--- config.mk ---
export PLATFORM = sky130hd
export DESIGN_NAME = acc_ctrl
export DESIGN_NICKNAME = d
export VERILOG_FILES = /design/src/acc_pkg.sv /design/src/acc_sync.sv /design/src/acc_clk_div.sv /design/src/acc_ctrl.sv
export SDC_FILE = /design/constraint.sdc
export NUM_CORES = 1
export LEC_CHECK = 0
export CORE_MARGIN = 5
export CORE_UTILIZATION = 50
export CTS_CLUSTER_SIZE = 24
export DETAILED_ROUTE_END_ITERATION = 12
export DONT_BUFFER_PORTS = 1
export SLEW_MARGIN = 25
export SYNTH_ARGS = -nofsm -noshare
export SYNTH_HDL_FRONTEND = slang
export SYNTH_SLANG_ARGS = --single-unit
--- constraint.sdc ---
create_clock -name sys_clk_i -period 3.6 [get_ports sys_clk_i]
set_clock_uncertainty 0.2 [all_clocks]
set_input_delay 0.72 -clock sys_clk_i [delete_from_list [all_inputs] [get_ports sys_clk_i]]
set_output_delay 0.72 -clock sys_clk_i [all_outputs]
set_load 0.05 [all_outputs]
--- src/acc_pkg.sv ---
/*
 * Shared constants of the converter control block: register offsets,
 * field positions, reset values and state encodings.
 * Assumes a 32-bit APB slave port and a single system clock.
 */
package acc_pkg;
    localparam int          ACC_NCFG       = 4;
    localparam int          ACC_DW         = 32;
    localparam int          ACC_SAMPLE_W   = 24;
    localparam int          ACC_AW         = 8;
    localparam int          ACC_CONV_HALF  = 6;
    localparam int          ACC_CP_RATIO   = 3;
    localparam int          ACC_CP_HALF    = ACC_CONV_HALF / ACC_CP_RATIO;
    localparam int          ACC_CP_MIN     = 2;
    localparam int          ACC_CP_MAX     = 4;

    localparam logic [7:0]  OFF_CTRL       = 8'h00;
    localparam logic [7:0]  OFF_SEL        = 8'h04;
    localparam logic [7:0]  OFF_CFG0       = 8'h08;
    localparam logic [7:0]  OFF_CFG3       = 8'h14;
    localparam logic [7:0]  OFF_STATUS     = 8'h18;
    localparam logic [7:0]  OFF_RESULT     = 8'h1c;
    localparam logic [7:0]  OFF_INT_STAT   = 8'h20;
    localparam logic [7:0]  OFF_INT_MASK   = 8'h24;

    localparam int          CTRL_START     = 0;
    localparam int          CTRL_STOP      = 1;
    localparam int          CTRL_HW_EN     = 2;
    localparam int          CTRL_SE        = 3;
    localparam int          CTRL_EXT_CLK   = 4;
    localparam int          CTRL_MOD_EN    = 5;

    localparam int          CFG_CONT       = 0;
    localparam int          CFG_RES_LO     = 3;
    localparam int          CFG_RES_HI     = 7;
    localparam logic [4:0]  RES_16         = 5'h10;
    localparam logic [31:0] CFG_RESET      = 32'h0000_0081;

    localparam logic [1:0]  SEL_RESET      = 2'h0;
    localparam int          SEL_W          = 2;

    typedef enum logic [1:0] {
        ACC_IDLE = 2'b01,
        ACC_RUN  = 2'b10
    } acc_state_e;
endpackage

--- src/acc_sync.sv ---
/*
 * Three-stage pin synchroniser with agreement filter and rising edge
 * detect against the registered previous level.
 * Assumes the input may change at any time relative to sys_clk_i.
 */
`timescale 1ns/100ps
module acc_sync (
    input  wire logic sys_clk_i,
    input  wire logic rst_b_i,
    input  wire logic pin_i,
    output logic      level_o,
    output logic      rise_o
);
    typedef struct packed {
        logic s1;
        logic s2;
        logic s3;
        logic lvl;
        logic rise;
    } acc_sync_s;

    acc_sync_s st;
    acc_sync_s next_st;

    always_comb begin
        next_st      = st;
        next_st.s1   = pin_i;
        next_st.s2   = st.s1;
        next_st.s3   = st.s2;
        next_st.rise = 1'b0;
        // Level moves only once stages two and three agree
        if (st.s2 == st.s3) begin
            next_st.lvl  = st.s3;
            next_st.rise = st.s3 & ~st.lvl;
        end
    end

    always_ff @(posedge sys_clk_i or negedge rst_b_i) begin
        if (!rst_b_i) begin
            st <= '0;
        end else begin
            st <= next_st;
        end
    end

    assign level_o = st.lvl;
    assign rise_o  = st.rise;
endmodule

--- src/acc_clk_div.sv ---
/*
 * Free-running clock divider: output toggles every HALF cycles.
 * Assumes HALF is at least one; the output is a registered level.
 */
`timescale 1ns/100ps
module acc_clk_div #(
    parameter int HALF = 2
) (
    input  wire logic sys_clk_i,
    input  wire logic rst_b_i,
    output logic      clk_o
);
    localparam int CW = $clog2(HALF + 1);
    localparam logic [CW-1:0] LAST = CW'(HALF - 1);

    typedef struct packed {
        logic [CW-1:0] cnt;
        logic          clk;
    } acc_div_s;

    acc_div_s st;
    acc_div_s next_st;

    always_comb begin
        next_st = st;
        if (st.cnt == LAST) begin
            next_st.cnt = '0;
            next_st.clk = ~st.clk;
        end else begin
            next_st.cnt = st.cnt + 1'b1;
        end
    end

    always_ff @(posedge sys_clk_i or negedge rst_b_i) begin
        if (!rst_b_i) begin
            st <= '0;
        end else begin
            st <= next_st;
        end
    end

    assign clk_o = st.clk;
endmodule

--- src/acc_ctrl.sv ---
/*
 * Converter control: four run-time configurations, start/stop control,
 * hardware trigger, input mode, clock source and charge-pump clock,
 * end-of-conversion interrupts per configuration, APB register slave.
 * Assumes a decimator that pulses conv_done_i with a sign-extended sample.
 */
// Register access over APB and the address map are this design's own decisions.
// Behaviour
// Hold four configurations, switchable while running
// First configuration active until software selects
// Software keeps one input mode for all
// Per-configuration interrupt; vector follows selection
// Other references match first or internal
// Differential default; single-ended grounds negative input
// Signed results; single-ended 16-bit reaches all-ones
// Software or hardware rising edge starts; stop ends
// Hardware edge ignored while converting
// Hardware trigger off by default, optional input
// Charge-pump clock two to four times converter; three times on internal clock, fixed sys_clk_i/4 with external
// Optional modulator input driven by interconnect
// Converter clock internal or external input
// Trigger synchronised, edge from previous value
`timescale 1ns/100ps
module acc_ctrl
    import acc_pkg::*;
#(
    parameter bit HW_SOC_OPT = 1'b0,
    parameter bit MOD_IN_OPT = 1'b0
) (
    input  wire logic                    sys_clk_i,
    input  wire logic                    rst_b_i,
    input  wire logic                    psel,
    input  wire logic                    penable,
    input  wire logic                    pwrite,
    input  wire logic [ACC_AW-1:0]       paddr,
    input  wire logic [ACC_DW-1:0]       pwdata,
    output logic [ACC_DW-1:0]            prdata,
    output logic                         pready,
    output logic                         pslverr,
    input  wire logic                    hw_soc_i,
    input  wire logic                    ext_conv_clk_i,
    input  wire logic                    modulator_bitstream_input_i,
    input  wire logic                    conv_done_i,
    input  wire logic [ACC_SAMPLE_W-1:0] conv_data_i,
    output logic                         conv_run_o,
    output logic [ACC_DW-1:0]            conv_cfg_o,
    output logic                         neg_in_to_ground_o,
    output logic                         ext_clk_sel_o,
    output logic                         conv_clk_o,
    output logic                         cp_clk_o,
    output logic                         mod_bitstream_o,
    output logic                         mod_in_sel_o,
    output logic [SEL_W-1:0]             eoc_vector_o,
    output logic                         irq_o
);
    typedef struct packed {
        logic [ACC_NCFG-1:0][ACC_DW-1:0] cfg;
        logic [SEL_W-1:0]                sel;
        logic                            hw_en;
        logic                            se;
        logic                            ext_clk;
        logic                            mod_en;
        logic [ACC_NCFG-1:0]             int_stat;
        logic [ACC_NCFG-1:0]             int_mask;
        logic [ACC_DW-1:0]               result;
        logic [ACC_DW-1:0]               rdata;
        logic                            slverr;
        logic                            queued;
        logic                            hw_run;
        acc_state_e                      state;
    } acc_regs_s;

    acc_regs_s st;
    acc_regs_s next_st;

    logic trig_rise;
    logic ext_clk_lvl;
    logic int_conv_clk;
    logic cp_clk;

    // Hardware trigger only exists when the option is built in
    generate
        if (HW_SOC_OPT) begin : g_hw
            acc_sync u_trig (
                .sys_clk_i (sys_clk_i),
                .rst_b_i   (rst_b_i),
                .pin_i     (hw_soc_i),
                .level_o   (),
                .rise_o    (trig_rise)
            );
        end else begin : g_nohw
            assign trig_rise = 1'b0;
        end
    endgenerate

    acc_sync u_extclk (
        .sys_clk_i (sys_clk_i),
        .rst_b_i   (rst_b_i),
        .pin_i     (ext_conv_clk_i),
        .level_o   (ext_clk_lvl),
        .rise_o    ()
    );

    acc_clk_div #(.HALF(ACC_CONV_HALF)) u_conv_div (
        .sys_clk_i (sys_clk_i),
        .rst_b_i   (rst_b_i),
        .clk_o     (int_conv_clk)
    );

    acc_clk_div #(.HALF(ACC_CP_HALF)) u_cp_div (
        .sys_clk_i (sys_clk_i),
        .rst_b_i   (rst_b_i),
        .clk_o     (cp_clk)
    );

    function automatic logic [ACC_DW-1:0] sext(
        input logic [ACC_SAMPLE_W-1:0] d
    );
        sext = {{(ACC_DW - ACC_SAMPLE_W){d[ACC_SAMPLE_W-1]}}, d};
    endfunction

    logic                setup;
    logic                wr;
    logic                mapped;
    logic                hw_start;
    logic                sw_start;
    logic                sw_stop;
    logic [ACC_NCFG-1:0] eoc_set;
    logic [ACC_NCFG-1:0] w1c;
    logic [4:0]          res;
    logic                cfg_hit;
    logic [SEL_W-1:0]    cfg_idx;

    assign setup    = psel & ~penable;
    assign wr       = psel & penable & pwrite;
    assign cfg_hit  = (paddr >= OFF_CFG0) && (paddr <= OFF_CFG3)
                      && (paddr[1:0] == 2'h0);
    assign cfg_idx  = SEL_W'((paddr - OFF_CFG0) >> 2);
    assign mapped   = cfg_hit || paddr == OFF_CTRL || paddr == OFF_SEL
                      || paddr == OFF_STATUS || paddr == OFF_RESULT
                      || paddr == OFF_INT_STAT || paddr == OFF_INT_MASK;
    assign sw_start = wr && paddr == OFF_CTRL && pwdata[CTRL_START];
    assign sw_stop  = wr && paddr == OFF_CTRL && pwdata[CTRL_STOP];
    assign hw_start = trig_rise & st.hw_en & (st.state == ACC_IDLE);
    assign res      = st.cfg[st.sel][CFG_RES_HI:CFG_RES_LO];

    always_comb begin
        next_st = st;
        eoc_set = '0;
        w1c     = '0;
        // Register writes take effect in the access phase
        if (wr && mapped) begin
            if (paddr == OFF_CTRL) begin
                next_st.hw_en   = pwdata[CTRL_HW_EN];
                next_st.se      = pwdata[CTRL_SE];
                next_st.ext_clk = pwdata[CTRL_EXT_CLK];
                next_st.mod_en  = pwdata[CTRL_MOD_EN];
            end
            if (paddr == OFF_SEL) begin
                next_st.sel = pwdata[SEL_W-1:0];
            end
            if (cfg_hit) begin
                next_st.cfg[cfg_idx] = pwdata;
            end
            if (paddr == OFF_INT_MASK) begin
                next_st.int_mask = pwdata[ACC_NCFG-1:0];
            end
            if (paddr == OFF_INT_STAT) begin
                w1c = pwdata[ACC_NCFG-1:0];
            end
        end
        // Conversion sequencer
        case (st.state)
            ACC_IDLE: begin
                if (sw_start || hw_start) begin
                    next_st.state  = ACC_RUN;
                    next_st.hw_run = hw_start;
                    next_st.queued = 1'b0;
                end
            end
            ACC_RUN: begin
                if (sw_start) begin
                    next_st.queued = 1'b1;
                end
                if (conv_done_i) begin
                    eoc_set[st.sel] = 1'b1;
                    if (st.se && res == RES_16
                        && !conv_data_i[ACC_SAMPLE_W-1]) begin
                        next_st.result = {16'h0000, conv_data_i[15:0]};
                    end else begin
                        next_st.result = sext(conv_data_i);
                    end
                    if (!st.cfg[st.sel][CFG_CONT] && !st.hw_run
                        && !st.queued && !sw_start) begin
                        next_st.state = ACC_IDLE;
                    end else begin
                        next_st.queued = 1'b0;
                    end
                end
                if (sw_stop) begin
                    next_st.state  = ACC_IDLE;
                    next_st.queued = 1'b0;
                    next_st.hw_run = 1'b0;
                end
            end
            default: begin
                next_st.state = ACC_IDLE;
            end
        endcase
        // Event set wins over a write-one clear in the same cycle
        next_st.int_stat = (st.int_stat & ~w1c) | eoc_set;
        // Read data and error are prepared in the setup phase
        if (setup) begin
            next_st.slverr = ~mapped;
            next_st.rdata  = '0;
            if (cfg_hit) begin
                next_st.rdata = st.cfg[cfg_idx];
            end
            case (paddr)
                OFF_CTRL: begin
                    next_st.rdata[CTRL_HW_EN]   = st.hw_en;
                    next_st.rdata[CTRL_SE]      = st.se;
                    next_st.rdata[CTRL_EXT_CLK] = st.ext_clk;
                    next_st.rdata[CTRL_MOD_EN]  = st.mod_en;
                end
                OFF_SEL:      next_st.rdata[SEL_W-1:0] = st.sel;
                OFF_STATUS:   next_st.rdata[0] = (st.state == ACC_RUN);
                OFF_RESULT:   next_st.rdata = st.result;
                OFF_INT_STAT: next_st.rdata[ACC_NCFG-1:0] = st.int_stat;
                OFF_INT_MASK: next_st.rdata[ACC_NCFG-1:0] = st.int_mask;
                default:      next_st.rdata = next_st.rdata;
            endcase
        end
    end

    always_ff @(posedge sys_clk_i or negedge rst_b_i) begin
        if (!rst_b_i) begin
            st       <= '0;
            st.cfg   <= {ACC_NCFG{CFG_RESET}};
            st.sel   <= SEL_RESET;
            st.hw_en <= 1'b0;
            st.se    <= 1'b0;
            st.state <= ACC_IDLE;
        end else begin
            st <= next_st;
        end
    end

    assign prdata             = st.rdata;
    assign pready             = psel & penable;
    assign pslverr            = psel & penable & st.slverr;
    assign conv_run_o         = (st.state == ACC_RUN);
    assign conv_cfg_o         = st.cfg[st.sel];
    assign neg_in_to_ground_o = st.se;
    assign ext_clk_sel_o      = st.ext_clk;
    assign conv_clk_o         = st.ext_clk ? ext_clk_lvl : int_conv_clk;
    assign cp_clk_o           = cp_clk;
    assign mod_in_sel_o       = MOD_IN_OPT & st.mod_en;
    assign mod_bitstream_o    = mod_in_sel_o & modulator_bitstream_input_i;
    assign eoc_vector_o       = st.sel;
    assign irq_o              = |(st.int_stat & st.int_mask);
endmodule

# --- After elaboration in Yosys (flattened, before gate mapping) ---
# Index checks and enable logic that the tools add are counted.
word_totals:
  input_bits: 73
  word_cells: 129
  regBits: 222
classes:
  eq_ne: 15
  mux: 32
  order_cmp: 6
  bitwise: 12
  n_addsub: 3
  n_reduce_logical: 36
ops:
  columns: ["operator", "n"]
  rows:
  - ["32-bit 2-to-1 mux", 5]
  - ["32-bit binary-select mux with 2-bit select", 2]
  - ["128-bit bitwise mux", 1]
  - ["32-bit demux with 2-bit select", 1]
  - ["26-bit 2-to-1 mux", 1]
  - ["4-bit 2-to-1 mux", 6]
  - ["8-bit by 5-bit == test with 1-bit output (second input constant)", 2]
  - ["8-bit by 6-bit == test with 1-bit output (second input constant)", 2]
  - ["1-bit logical AND", 13]
  - ["2-bit one-hot mux with 2 select lines", 3]
  - ["2-bit AND reduction", 6]
  - ["4-bit bitwise AND", 2]
  - ["8-bit by 3-bit == test with 1-bit output (second input constant)", 1]
  - ["8-bit by 4-bit greater-or-equal comparator with 1-bit output (second input constant)", 1]
  - ["8-bit by 5-bit less-or-equal comparator with 1-bit output (second input constant)", 1]
  - ["8-bit zero test", 1]
  - ["2-bit one-hot mux with 4 select lines", 1]
  - ["1-bit logical OR", 6]
  - ["2-bit by 3-bit less-than comparator with 1-bit output (second input constant)", 2]
  - ["2-bit 2-to-1 mux", 3]
  - ["3-bit AND reduction", 2]
  - ["5-bit == test (second input constant)", 1]
  - ["1-bit zero test", 5]
  - ["1-bit 2-to-1 mux", 5]
  - ["23 further kinds", 31]

# --- Depth between registers and ports, before layout ---
# Gate-level depths: netlist (run 1).
logic_depth:
  word_depth: 14
  depth_mapped: 7

# --- Cells and area by module ---
# Synthesis (run 1) repeated with hierarchy kept, for this count alone.
unflattened:
  hier_cells: 801
  area_unflattened_um2: 10418.7
modules_own_cells:
  columns: ["module", "area_per_inst_um2", "cells_per_inst", "seq_area_each_um2", "n_inst"]
  rows:
  - ["acc_ctrl", 10020.9, 775, 5066.1, 1]
  - ["acc_clk_div (u_conv_div)", 151.4, 12, 100.1, 1]
  - ["acc_sync", 146.4, 7, 125.1, 1]
  - ["acc_clk_div (u_cp_div)", 100.1, 7, 75.1, 1]

# --- Least setup slack after synthesis (run 1) ---
# No wires, ideal clock.
synth_timing:
  path_kind: "register -> output"
  start: "register st (netlist bit eoc_vector_o[0])"
  end: "output conv_cfg_o[25]"
  t_arrival_ps: 1705
  slack_ps: 975
  path_buffers: 2
  stages_incl_launch_ff: 4
  path_cell_list: "dfrtp_1 > buf_2 > buf_1 > mux4_2"
synth_between:
  elab_chain_len: 2
synth_rtl:
  columns: ["element", "line", "text"]
  rows:
  - ["start: declaration", "acc_ctrl.sv:73", "acc_regs_s st;"]
  - ["start signal: assignment", "acc_ctrl.sv:245", "st <= next_st;"]
  - ["32-bit binary-select mux with 2-bit select", "acc_ctrl.sv:253", "assign conv_cfg_o = st.cfg[st.sel];"]
  - ["32-bit 2-to-1 mux (implied by the code)", "acc_ctrl.sv:253", null]
  - ["end: declaration", "acc_ctrl.sv:46", "output logic [ACC_DW-1:0] conv_cfg_o,"]
# Every way passes these cells. The select of a mux whose other input is x is not followed.

# --- Worst setup path in the final report (run 1) ---
layout_timing:
  start: "register st (netlist bit eoc_vector_o[0])"
  end: "output conv_cfg_o[0]"
# Same word-level chain as after synthesis.

==> out/qor.yml, run 1 <==
ios: 149
synth.avg_cell_area_um2: 13.5
wire_per_inst_um: 25.7
cts_tree: "done"
fillCellCount: 1737
final_nets: 817
rsz0062_at_grt: "no"
clk_pin_slew_ns: 0.06
drcViolationCount: 0
setup_viol: 0
place.gp.congestion: 0.770
slew_viol_final: 0
yosys.area.top_type: "dfrtp_1"
antenna_found_initial: 0
powerDensity_nw_per_um2: 464
use_met2_pct: 36.1
die-area_um2: 24200
maxCapViolCount: 0
grt_pass1_wl_um: 41800
viasPerCell: 6.19
yosysWarnings: 0
synth_top_area_share_pct: 48.1
synth_edf_count: 0
numClockSinks: 213
numPortBuffers: 0
netlist_instances: 787
place_inst: 992
r2r_slack_ns: 0.70
multiInputGateArea_um2: 4660
crit_type: "reg -> out"
clk_latency_ns: 0.51
grt_pass1_vias: 6900
dpl.hpwl_um: 16900
ir_drop_v: 0.000288
syn_area_um2: 10600
power_leakage_nw: 5.34
drt_first_iter_violations: 364
whs_ns: -0.295
area_growth_pct: 7.56
final_layout_size_suffix_gt1_share_pct: 37.0
n_antenna_cell: 0
path_cells: "buf_4 -> mux4_2"
wirelength_um: 26600
synth_seq_area_share_pct: 50.4
core_um2: 21000
slew_headroom_pct: 46.9
hold_violations: 208
start_util_pct: 50.6
grt_start_max_net_pins: 214
cts_max_level: 1
worst_pin_slew_ns: 0.794
seqCellArea_um2: 5350
drt-pass1-iter-count: 4
row_count: 53
ant_nets: 0
synth_most_common_cell: "dfrtp_1"
post-route-period-util_pct: 92.9
crit_path_max_fanout: 22
grt_overflow: 0
design_area_um2: 11400
fin_cells: 1037
die_w_um: 156
cts_buffer_depth: 3
synth_seq_cells: 213
yosys-top-cells-count: "dfrtp_1, mux2_2, nand2_1"
dpl_cell_area_um2: 10600
required_ns: 2.68
cts-root-buf: "clkbuf_16"
use_met3_pct: 7.93
tns_ns: 0
hold_path_class: "in -> async"
reg2reg_depth: 5
violations: "negative hold slack"
cts_inserted_buffers: 24
die_y_um: 156
via_count: 6424
status: "finished, violations left"
cts-resized-gates: 0
cts_setup_buffers: 0
met1_usage_pct: 28.9
synth_ff_type: "dfrtp_1"
slowest_delay_ns: 0.77
ys_async_sr_fraction_pct: 100
ys_types: 58
period_needed_ns: 3.34
fmax_ghz: 0.299
grt_most_used_layer: "met2"
critPathSlowestCell: "dfrtp_4"
r2r_start: "eoc_vector_o[0]"
synth_area_leaders: "dfrtp_1, mux4_2, mux2_2, mux2_4, nand2_1"
end_kind: "output port"
r2r-end: "st[1]"
startpoint_type: "flip-flop"
crit_arrival_ns: 2.42
grt_usage_pct: 22.1
[worst max-delay path, delay by kind of cell (launching register included)]
family	cells	cell delay, ns
buffers and inverters	1	0.40
multiplexers	1	0.73
flip-flops	1	0.77
[logic make-up after synthesis]
logic type,after synthesis,synth area share [%]
muxes,209,29.7
xor gates and xnor gates,3,0.248
and+or+nand+nor,182,8.48
buffers and inverters,99,5.98
AOI/OAI and AO/OA,79,5.14
adders and majority gates,1,0.0944
DFF,213,50.4
other,1,0.0354
[registers in the layout, summed over array words and instances, names as in the netlist]
| name | flops |
|---|---|
| st | 166 |
| prdata | 32 |
| u_conv_div.st | 3 |
| eoc_vector_o | 2 |
| u_cp_div.st | 2 |
| u_extclk.next_st | 2 |
| ext_clk_sel_o | 1 |
| neg_in_to_ground_o | 1 |
| u_conv_div.clk_o | 1 |
| u_cp_div.clk_o | 1 |
| u_extclk.level_o | 1 |
| u_extclk.st | 1 |
[worst max-delay path by stage]
stage | cells past startpoint | to | startpoint
2_1_floorplan | 3 | conv_cfg_o[25] | eoc_vector_o[0]
5_1_grt | 2 | conv_cfg_o[0] | eoc_vector_o[0]
3_5_place_dp | 5 | st[191] | paddr[7]
4_1_cts | 2 | conv_cfg_o[0] | eoc_vector_o[0]
6_report | 2 | conv_cfg_o[0] | eoc_vector_o[0]
3_3_place_gp | 5 | st[188] | paddr[7]
[power by group]
group | switching, mW | leakage (nW) | internal [mW] | total, mW
combinational | 0.102 | 2.06 | 0.0929 | 0.195
clock | 0.969 | 0.407 | 1.54 | 2.51
sequential | 0.140 | 2.87 | 2.45 | 2.59
total | 1.21 | 5.34 | 4.08 | 5.29
[layout by cell type (no fill, tap or decap), drive strengths merged, types with 2 or more instances in the layout]
master,instances
dfrtp,204
mux2,143
nand2,87
mux4,61
nor2,44
clkbuf,38
a221oi,25
buf,21
a21oi,20
o21ai,16
nand3,10
dfstp,9
inv,7
nor3,6
a22oi,5
mux2i,5
nor2b,5
or3,4
nand2b,4
nand4b,4
nor4,4
clkinv,4
xnor2,3
a22o,2
and2,2
o2bb2ai,2
nor3b,2
a31oi,2
nand3b,2
conb,2
bufinv,2
and3,2
nor4b,2
[layout make-up]
| cell class | count | area share, % |
|---|---|---|
| sequential | 213 | 46.9 |
| inverter | 7 | 0.230 |
| timing repair buffer | 22 | 1.80 |
| tap | 275 | 3.02 |
| clock buffer | 38 | 6.43 |
| multi-input combinational | 476 | 40.9 |
| clock inverter | 6 | 0.801 |
[per-layer routing]
metal  share of wire (%)  wire length [um]
met1                  40             10600
met2                  49             13100
met5                   0                 0
met3                 9.6              2560
met4                 1.6               425
[metrics by stage]
step                      total power, mW  worst slack (ns)  utilization (%)
after floorplan                      2.85             0.975                -
after global placement               2.82             0.596             50.4
after detailed placement             2.83             0.590             50.4
after CTS                            5.35             0.207             54.4
after global routing                 5.48             0.155             54.4
final                                5.29             0.257             54.4
Note: power is estimated with default switching activity, not from simulation.
==> run 2, diff against run 1 <==
--- a/config.mk
+++ b/config.mk
@@ -10,6 +10,7 @@
 export CTS_CLUSTER_SIZE = 24
 export DETAILED_ROUTE_END_ITERATION = 12
 export DONT_BUFFER_PORTS = 1
+export REMOVE_ABC_BUFFERS = 1
 export SLEW_MARGIN = 25
 export SYNTH_ARGS = -nofsm -noshare
 export SYNTH_HDL_FRONTEND = slang
==> out/qor.yml, run 2 (synthesis results as in run 1) <==
status: "finished, violations left"
reg2reg_depth: 5  # unchanged
rsz0062_at_grt: "no"
grt_overflow: 0  # unchanged
powerDensity_nw_per_um2: 454  # -2.3%
ir_drop_v: 0.000329  # +14%
cts_inserted_buffers: 24  # unchanged
slew_viol_final: 0  # unchanged
maxCapViolCount: 0  # unchanged
grt_start_max_net_pins: 214  # unchanged
required_ns: 2.68  # about the same
violations: "negative hold slack"
crit_path_max_fanout: 16  # -27%
total_power_mw: 5.13  # -3.2%
crit_type: "reg -> out"
core_um2: 21000  # unchanged
drt-pass1-iter-count: 5  # +1
final_common_cell: "dfrtp_1"
whs_ns: -0.291  # +0.00427 ns
start_util_pct: 50.6  # unchanged
cts-root-buf: "clkbuf_16"
viasPerCell: 6.27  # +1.2%
area_growth_pct: 6.55
final_layout_size_suffix_gt1_share_pct: 36.2  # -0.82 points
clk_latency_ns: 0.50  # about the same
setup_viol: 0  # unchanged
cts_setup_buffers: 0  # unchanged
cts_buffer_depth: 3  # unchanged
antenna_found_initial: 0  # unchanged
tns_ns: 0  # unchanged
drcViolationCount: 0  # unchanged
wirelength_um: 27000  # +1.2%
die_y_um: 156  # unchanged
row_count: 53  # unchanged
clk_pin_slew_ns: 0.06  # about the same
dpl.hpwl_um: 17200  # +1.8%
most-common-layout-cells: "dfrtp_1, mux2_2, nand2_1"
grt_pass1_vias: 7031  # +1.9%
grt_pass1_wl_um: 42500  # +1.8%
hold_violations: 209  # +0.48%
post-route-period-util_pct: 89.4  # -3.5 points
top_register: "st"
wire_per_inst_um: 26.0  # +1.4%
cts_max_level: 1  # unchanged
via_count: 6488  # +1.0%
place.gp.congestion: 0.825  # +7.1%
fmax_ghz: 0.311  # +3.9%
final_nets: 815  # -0.24%
n_antenna_cell: 0  # unchanged
design_area_um2: 11300  # -0.94%
ant_nets: 0  # unchanged
startpoint_type: "flip-flop"
slew_headroom_pct: 39.7  # -7.2 points
end_kind: "output port"
grt_usage_pct: 22.5  # +0.38 points
period_needed_ns: 3.22  # -0.125 ns
final.setup.worst_slack_ns: 0.382  # +0.125 ns
dpl_cell_area_um2: 10500  # -0.31%
drt_first_iter_violations: 513  # +41%
die_w_um: 156  # unchanged
power_leakage_nw: 5.28  # -1.2%
crit_arrival_ns: 2.30  # -0.12 ns
numPortBuffers: 0  # unchanged
dp_slack_ns: 0.603  # +0.0125 ns
worst_pin_slew_ns: 0.900  # +0.107 ns
numClockSinks: 213  # unchanged
hold_path_class: "in -> async"
largest_register_ffs: 166  # unchanged
cts-resized-gates: 0  # unchanged
cts_tree: "done"
ios: 149  # unchanged
die-area_um2: 24200  # unchanged
## run 2: final cells by class
cell class	count	area, um^2
well taps	275	344
fillers	1736	9650
multi-input cells	476	4660
clock inverters	4	47.5
inverters	7	26.3
repair buffers	20	163
flip-flops and latches	213	5350
clock buffers	40	712
## run 2: worst max-delay path, stage by stage, from the launching register on
cell,delay (ns)
dfrtp_4,0.63
buf_4,0.41
mux4_2,0.74
## run 2: per-layer routing
metal	vias up	track usage, %	wire, um
li1	2760	-	-
met5	-	0	0
met4	0	4.79	477
met3	39	5.49	2190
met1	3449	29.5	10800
met2	240	38.4	13500
## run 2: where the power goes
part | internal, mW | switching, mW
combinational | 0.0906 | 0.102
sequential | 2.45 | 0.139
clock | 1.41 | 0.928
## run 2: worst paths after layout
check                                          from                   to  slack (ns)
worst max-delay path                eoc_vector_o[0]       conv_cfg_o[22]        0.38
worst min-delay path                        rst_b_i               st[98]       -0.29
worst max register to register                st[0]               st[55]        1.03
worst min register to register  u_extclk.next_st[3]  u_extclk.next_st[2]        0.15
max in group asynchronous                   rst_b_i              st[115]        3.16
min in group sys_clk_i               ext_conv_clk_i  u_extclk.next_st[3]        0.04
## run 2: per-stage QoR
stage | utilization (%) | std cells | hold WS, ns
global placement | 50.3 | 991 | 0.134
floorplan | - | 696 | 0.131
global route | 53.9 | 1035 | -0.310
CTS | 53.9 | 1035 | -0.307
detailed placement | 50.3 | 991 | 0.147
finish | 53.9 | 1035 | -0.291
==> run 3, diff against run 2 <==
--- a/config.mk
+++ b/config.mk
@@ -6,10 +6,11 @@
 export NUM_CORES = 1
 export LEC_CHECK = 0
 export CORE_MARGIN = 5
-export CORE_UTILIZATION = 50
+export CORE_UTILIZATION = 55
 export CTS_CLUSTER_SIZE = 24
 export DETAILED_ROUTE_END_ITERATION = 12
 export DONT_BUFFER_PORTS = 1
+export PLACE_DENSITY = 0.7
 export REMOVE_ABC_BUFFERS = 1
 export SLEW_MARGIN = 25
 export SYNTH_ARGS = -nofsm -noshare
==> constraint.sdc (replaced) <==
create_clock -name sys_clk_i -period 3.9 [get_ports sys_clk_i]
set_clock_uncertainty 0.2 [all_clocks]
set_input_delay 0.78 -clock sys_clk_i [delete_from_list [all_inputs] [get_ports sys_clk_i]]
set_output_delay 0.78 -clock sys_clk_i [all_outputs]
set_load 0.05 [all_outputs]
==> out/qor.yml, run 3 (synthesis results as in run 1) <==
start_util_pct: 56.3  # +5.7 points
path_cells: "buf_4 -> mux4_2"
cts_inserted_buffers: 23  # -4.2%
clk_latency_ns: 0.50  # about the same
cts_tree: "done"
cts-resized-gates: 0  # unchanged
sw_frac_of_total_pct: 23.1  # +0.32 points
die_y_um: 149  # -4.4%
p_clk_share_pct: 44.3  # -1.3 points
slew_headroom_pct: 31.0  # -8.6 points
p_switching_mw: 1.07  # -8.7%
final_layout_size_suffix_gt1_share_pct: 36.0  # -0.23 points
cp_top_family: "flip-flops"
total_power_mw: 4.61  # -10%
power_leakage_nw: 5.23  # -0.83%
crit_arrival_ns: 2.26  # -0.04 ns
viasPerCell: 6.36  # +1.5%
hold_path_class: "in -> async"
cts_setup_buffers: 0  # unchanged
rsz0062_at_grt: "no"
post-route-period-util_pct: 83.0
seqPwrFrac_pct: 51.9  # +1.3 points
cts_max_level: 1  # unchanged
area_growth_pct: 5.48
numClockSinks: 213  # unchanged
violations: "negative hold slack"
dpl.hpwl_um: 16500  # -3.9%
grt_overflow: 0  # unchanged
drt_first_iter_violations: 514  # +0.19%
crit_cells: 2  # unchanged
clk_pin_slew_ns: 0.06  # about the same
status: "finished, violations left"
required_ns: 2.92  # +0.24 ns
worst_pin_slew_ns: 1.03  # +0.133 ns
fin_cells: 1011  # -2.3%
n_antenna_cell: 0  # unchanged
p_int_mw: 3.55  # -10%
core_um2: 18800  # -10%
grt_usage_pct: 24.3  # +1.8 points
powerDensity_nw_per_um2: 412  # -9.1%
final_nets: 809  # -0.74%
hold_violations: 204  # -2.4%
whs_ns: -0.223  # +0.0680 ns
r2r-end: "st[53]"
wire_per_inst_um: 25.9  # -0.54%
fmax_ghz: 0.309
maxCapViolCount: 0  # unchanged
endpoint: "conv_cfg_o[27]"
antenna_found_initial: 0  # unchanged
numPortBuffers: 0  # unchanged
crit_buf_inv: 1  # unchanged
drcViolationCount: 0  # unchanged
grt_most_used_layer: "met2"
wirelength_um: 26200  # -2.8%
critical_path.startpoint: "eoc_vector_o[1]"
startpoint_type: "flip-flop"
ir_drop_v: 0.000349  # +6.0%
tns_ns: 0  # unchanged
die_w_um: 149  # -4.4%
crit_path_max_fanout: 26  # +10
end_kind: "output port"
period_needed_ns: 3.24
crit_type: "reg -> out"
ios: 149  # unchanged
met1_usage_pct: 31.6  # +2.1 points
critPathSlowestCell: "dfrtp_2"
reg2reg_depth: 4  # -1
cts-root-buf: "clkbuf_16"
use_met2_pct: 40.4  # +2.0 points
place.gp.congestion: 0.838  # +1.6%
r2r_slack_ns: 1.17  # +0.14 ns
use_met3_pct: 6.78  # +1.3 points
largest_register_ffs: 166  # unchanged
most-common-layout-cells: "dfrtp_1, mux2_2, nand2_1"
slew_viol_final: 0  # unchanged
r2r_start: "eoc_vector_o[1]"
combPwrFrac_pct: 3.8  # about the same
ant_nets: 0  # unchanged
slowest_delay_ns: 0.88  # +0.14 ns
grt_start_max_net_pins: 214  # unchanged
die-area_um2: 22200  # -8.5%
final_common_cell: "dfrtp_1"
via_count: 6430  # -0.89%
grt_pass1_wl_um: 41700  # -1.9%
cts_buffer_depth: 3  # unchanged
drt-pass1-iter-count: 5  # unchanged
row_count: 50  # -5.7%
grt_pass1_vias: 7035  # +0.057%
top_register: "st"
place_inst: 971  # -2.0%
setup_viol: 0  # unchanged
[run 3: power groups by stage]
stage | clock, mW | sequential (mW) | combinational, mW
after floorplan | 0 | 2.42 | 0.145
after global placement | 0 | 2.43 | 0.171
after detailed placement | 0 | 2.43 | 0.176
after CTS | 2.09 | 2.39 | 0.177
after global routing | 2.19 | 2.40 | 0.190
final | 2.04 | 2.39 | 0.176
[run 3: metrics by stage]
stage	hold WS [ns]	worst slack, ns	area, um^2	util [%]
after floorplan	0.131	-0.223	10000	-
after global placement	0.135	0.856	10500	55.7
after detailed placement	0.155	0.813	10500	55.7
after CTS	-0.245	0.644	11200	59.4
after global routing	-0.240	0.600	11200	59.4
final	-0.223	0.664	11200	59.4
[run 3: worst min path at each step]
| stage | startpoint | to | slack, ns | cells after the start |
|---|---|---|---|---|
| after floorplan | u_extclk.next_st[3] | u_extclk.next_st[2] | 0.13 | 0 |
| after global placement | u_extclk.next_st[3] | u_extclk.next_st[2] | 0.14 | 0 |
| after detailed placement | u_extclk.next_st[3] | u_extclk.next_st[2] | 0.15 | 0 |
| after CTS | rst_b_i | u_cp_div.st[2] | -0.24 | 0 |
| after global routing | rst_b_i | u_cp_div.st[2] | -0.24 | 0 |
| final | rst_b_i | u_cp_div.st[2] | -0.22 | 0 |
[run 3: worst register-to-register path, delay by kind of cell, from the launching register on]
kind / cells / cell delay (ns)
flip-flops: 1 / 0.88
AND/OR/NAND/NOR: 2 / 0.83
AO/OA/AOI/OAI: 1 / 0.10
multiplexers: 1 / 0.59
[run 3: cell type report]
class,count,area [um^2]
Clock inverter,3,15.0
Inverter,7,26.3
Timing Repair Buffer,15,125
Clock buffer,37,688
Multi-Input combinational cell,476,4660
Tap cell,260,325
Sequential cell,213,5350
Fill cell,1447,7640
[run 3: metal layers]
metal  share of wire, %  vias up  routed length, um
met5                  0        -                  0
met1                 40     3409              10400
met4                2.3        0                601
li1                   -     2740                  -
met2                 50      237              13000
met3                8.3       44               2180
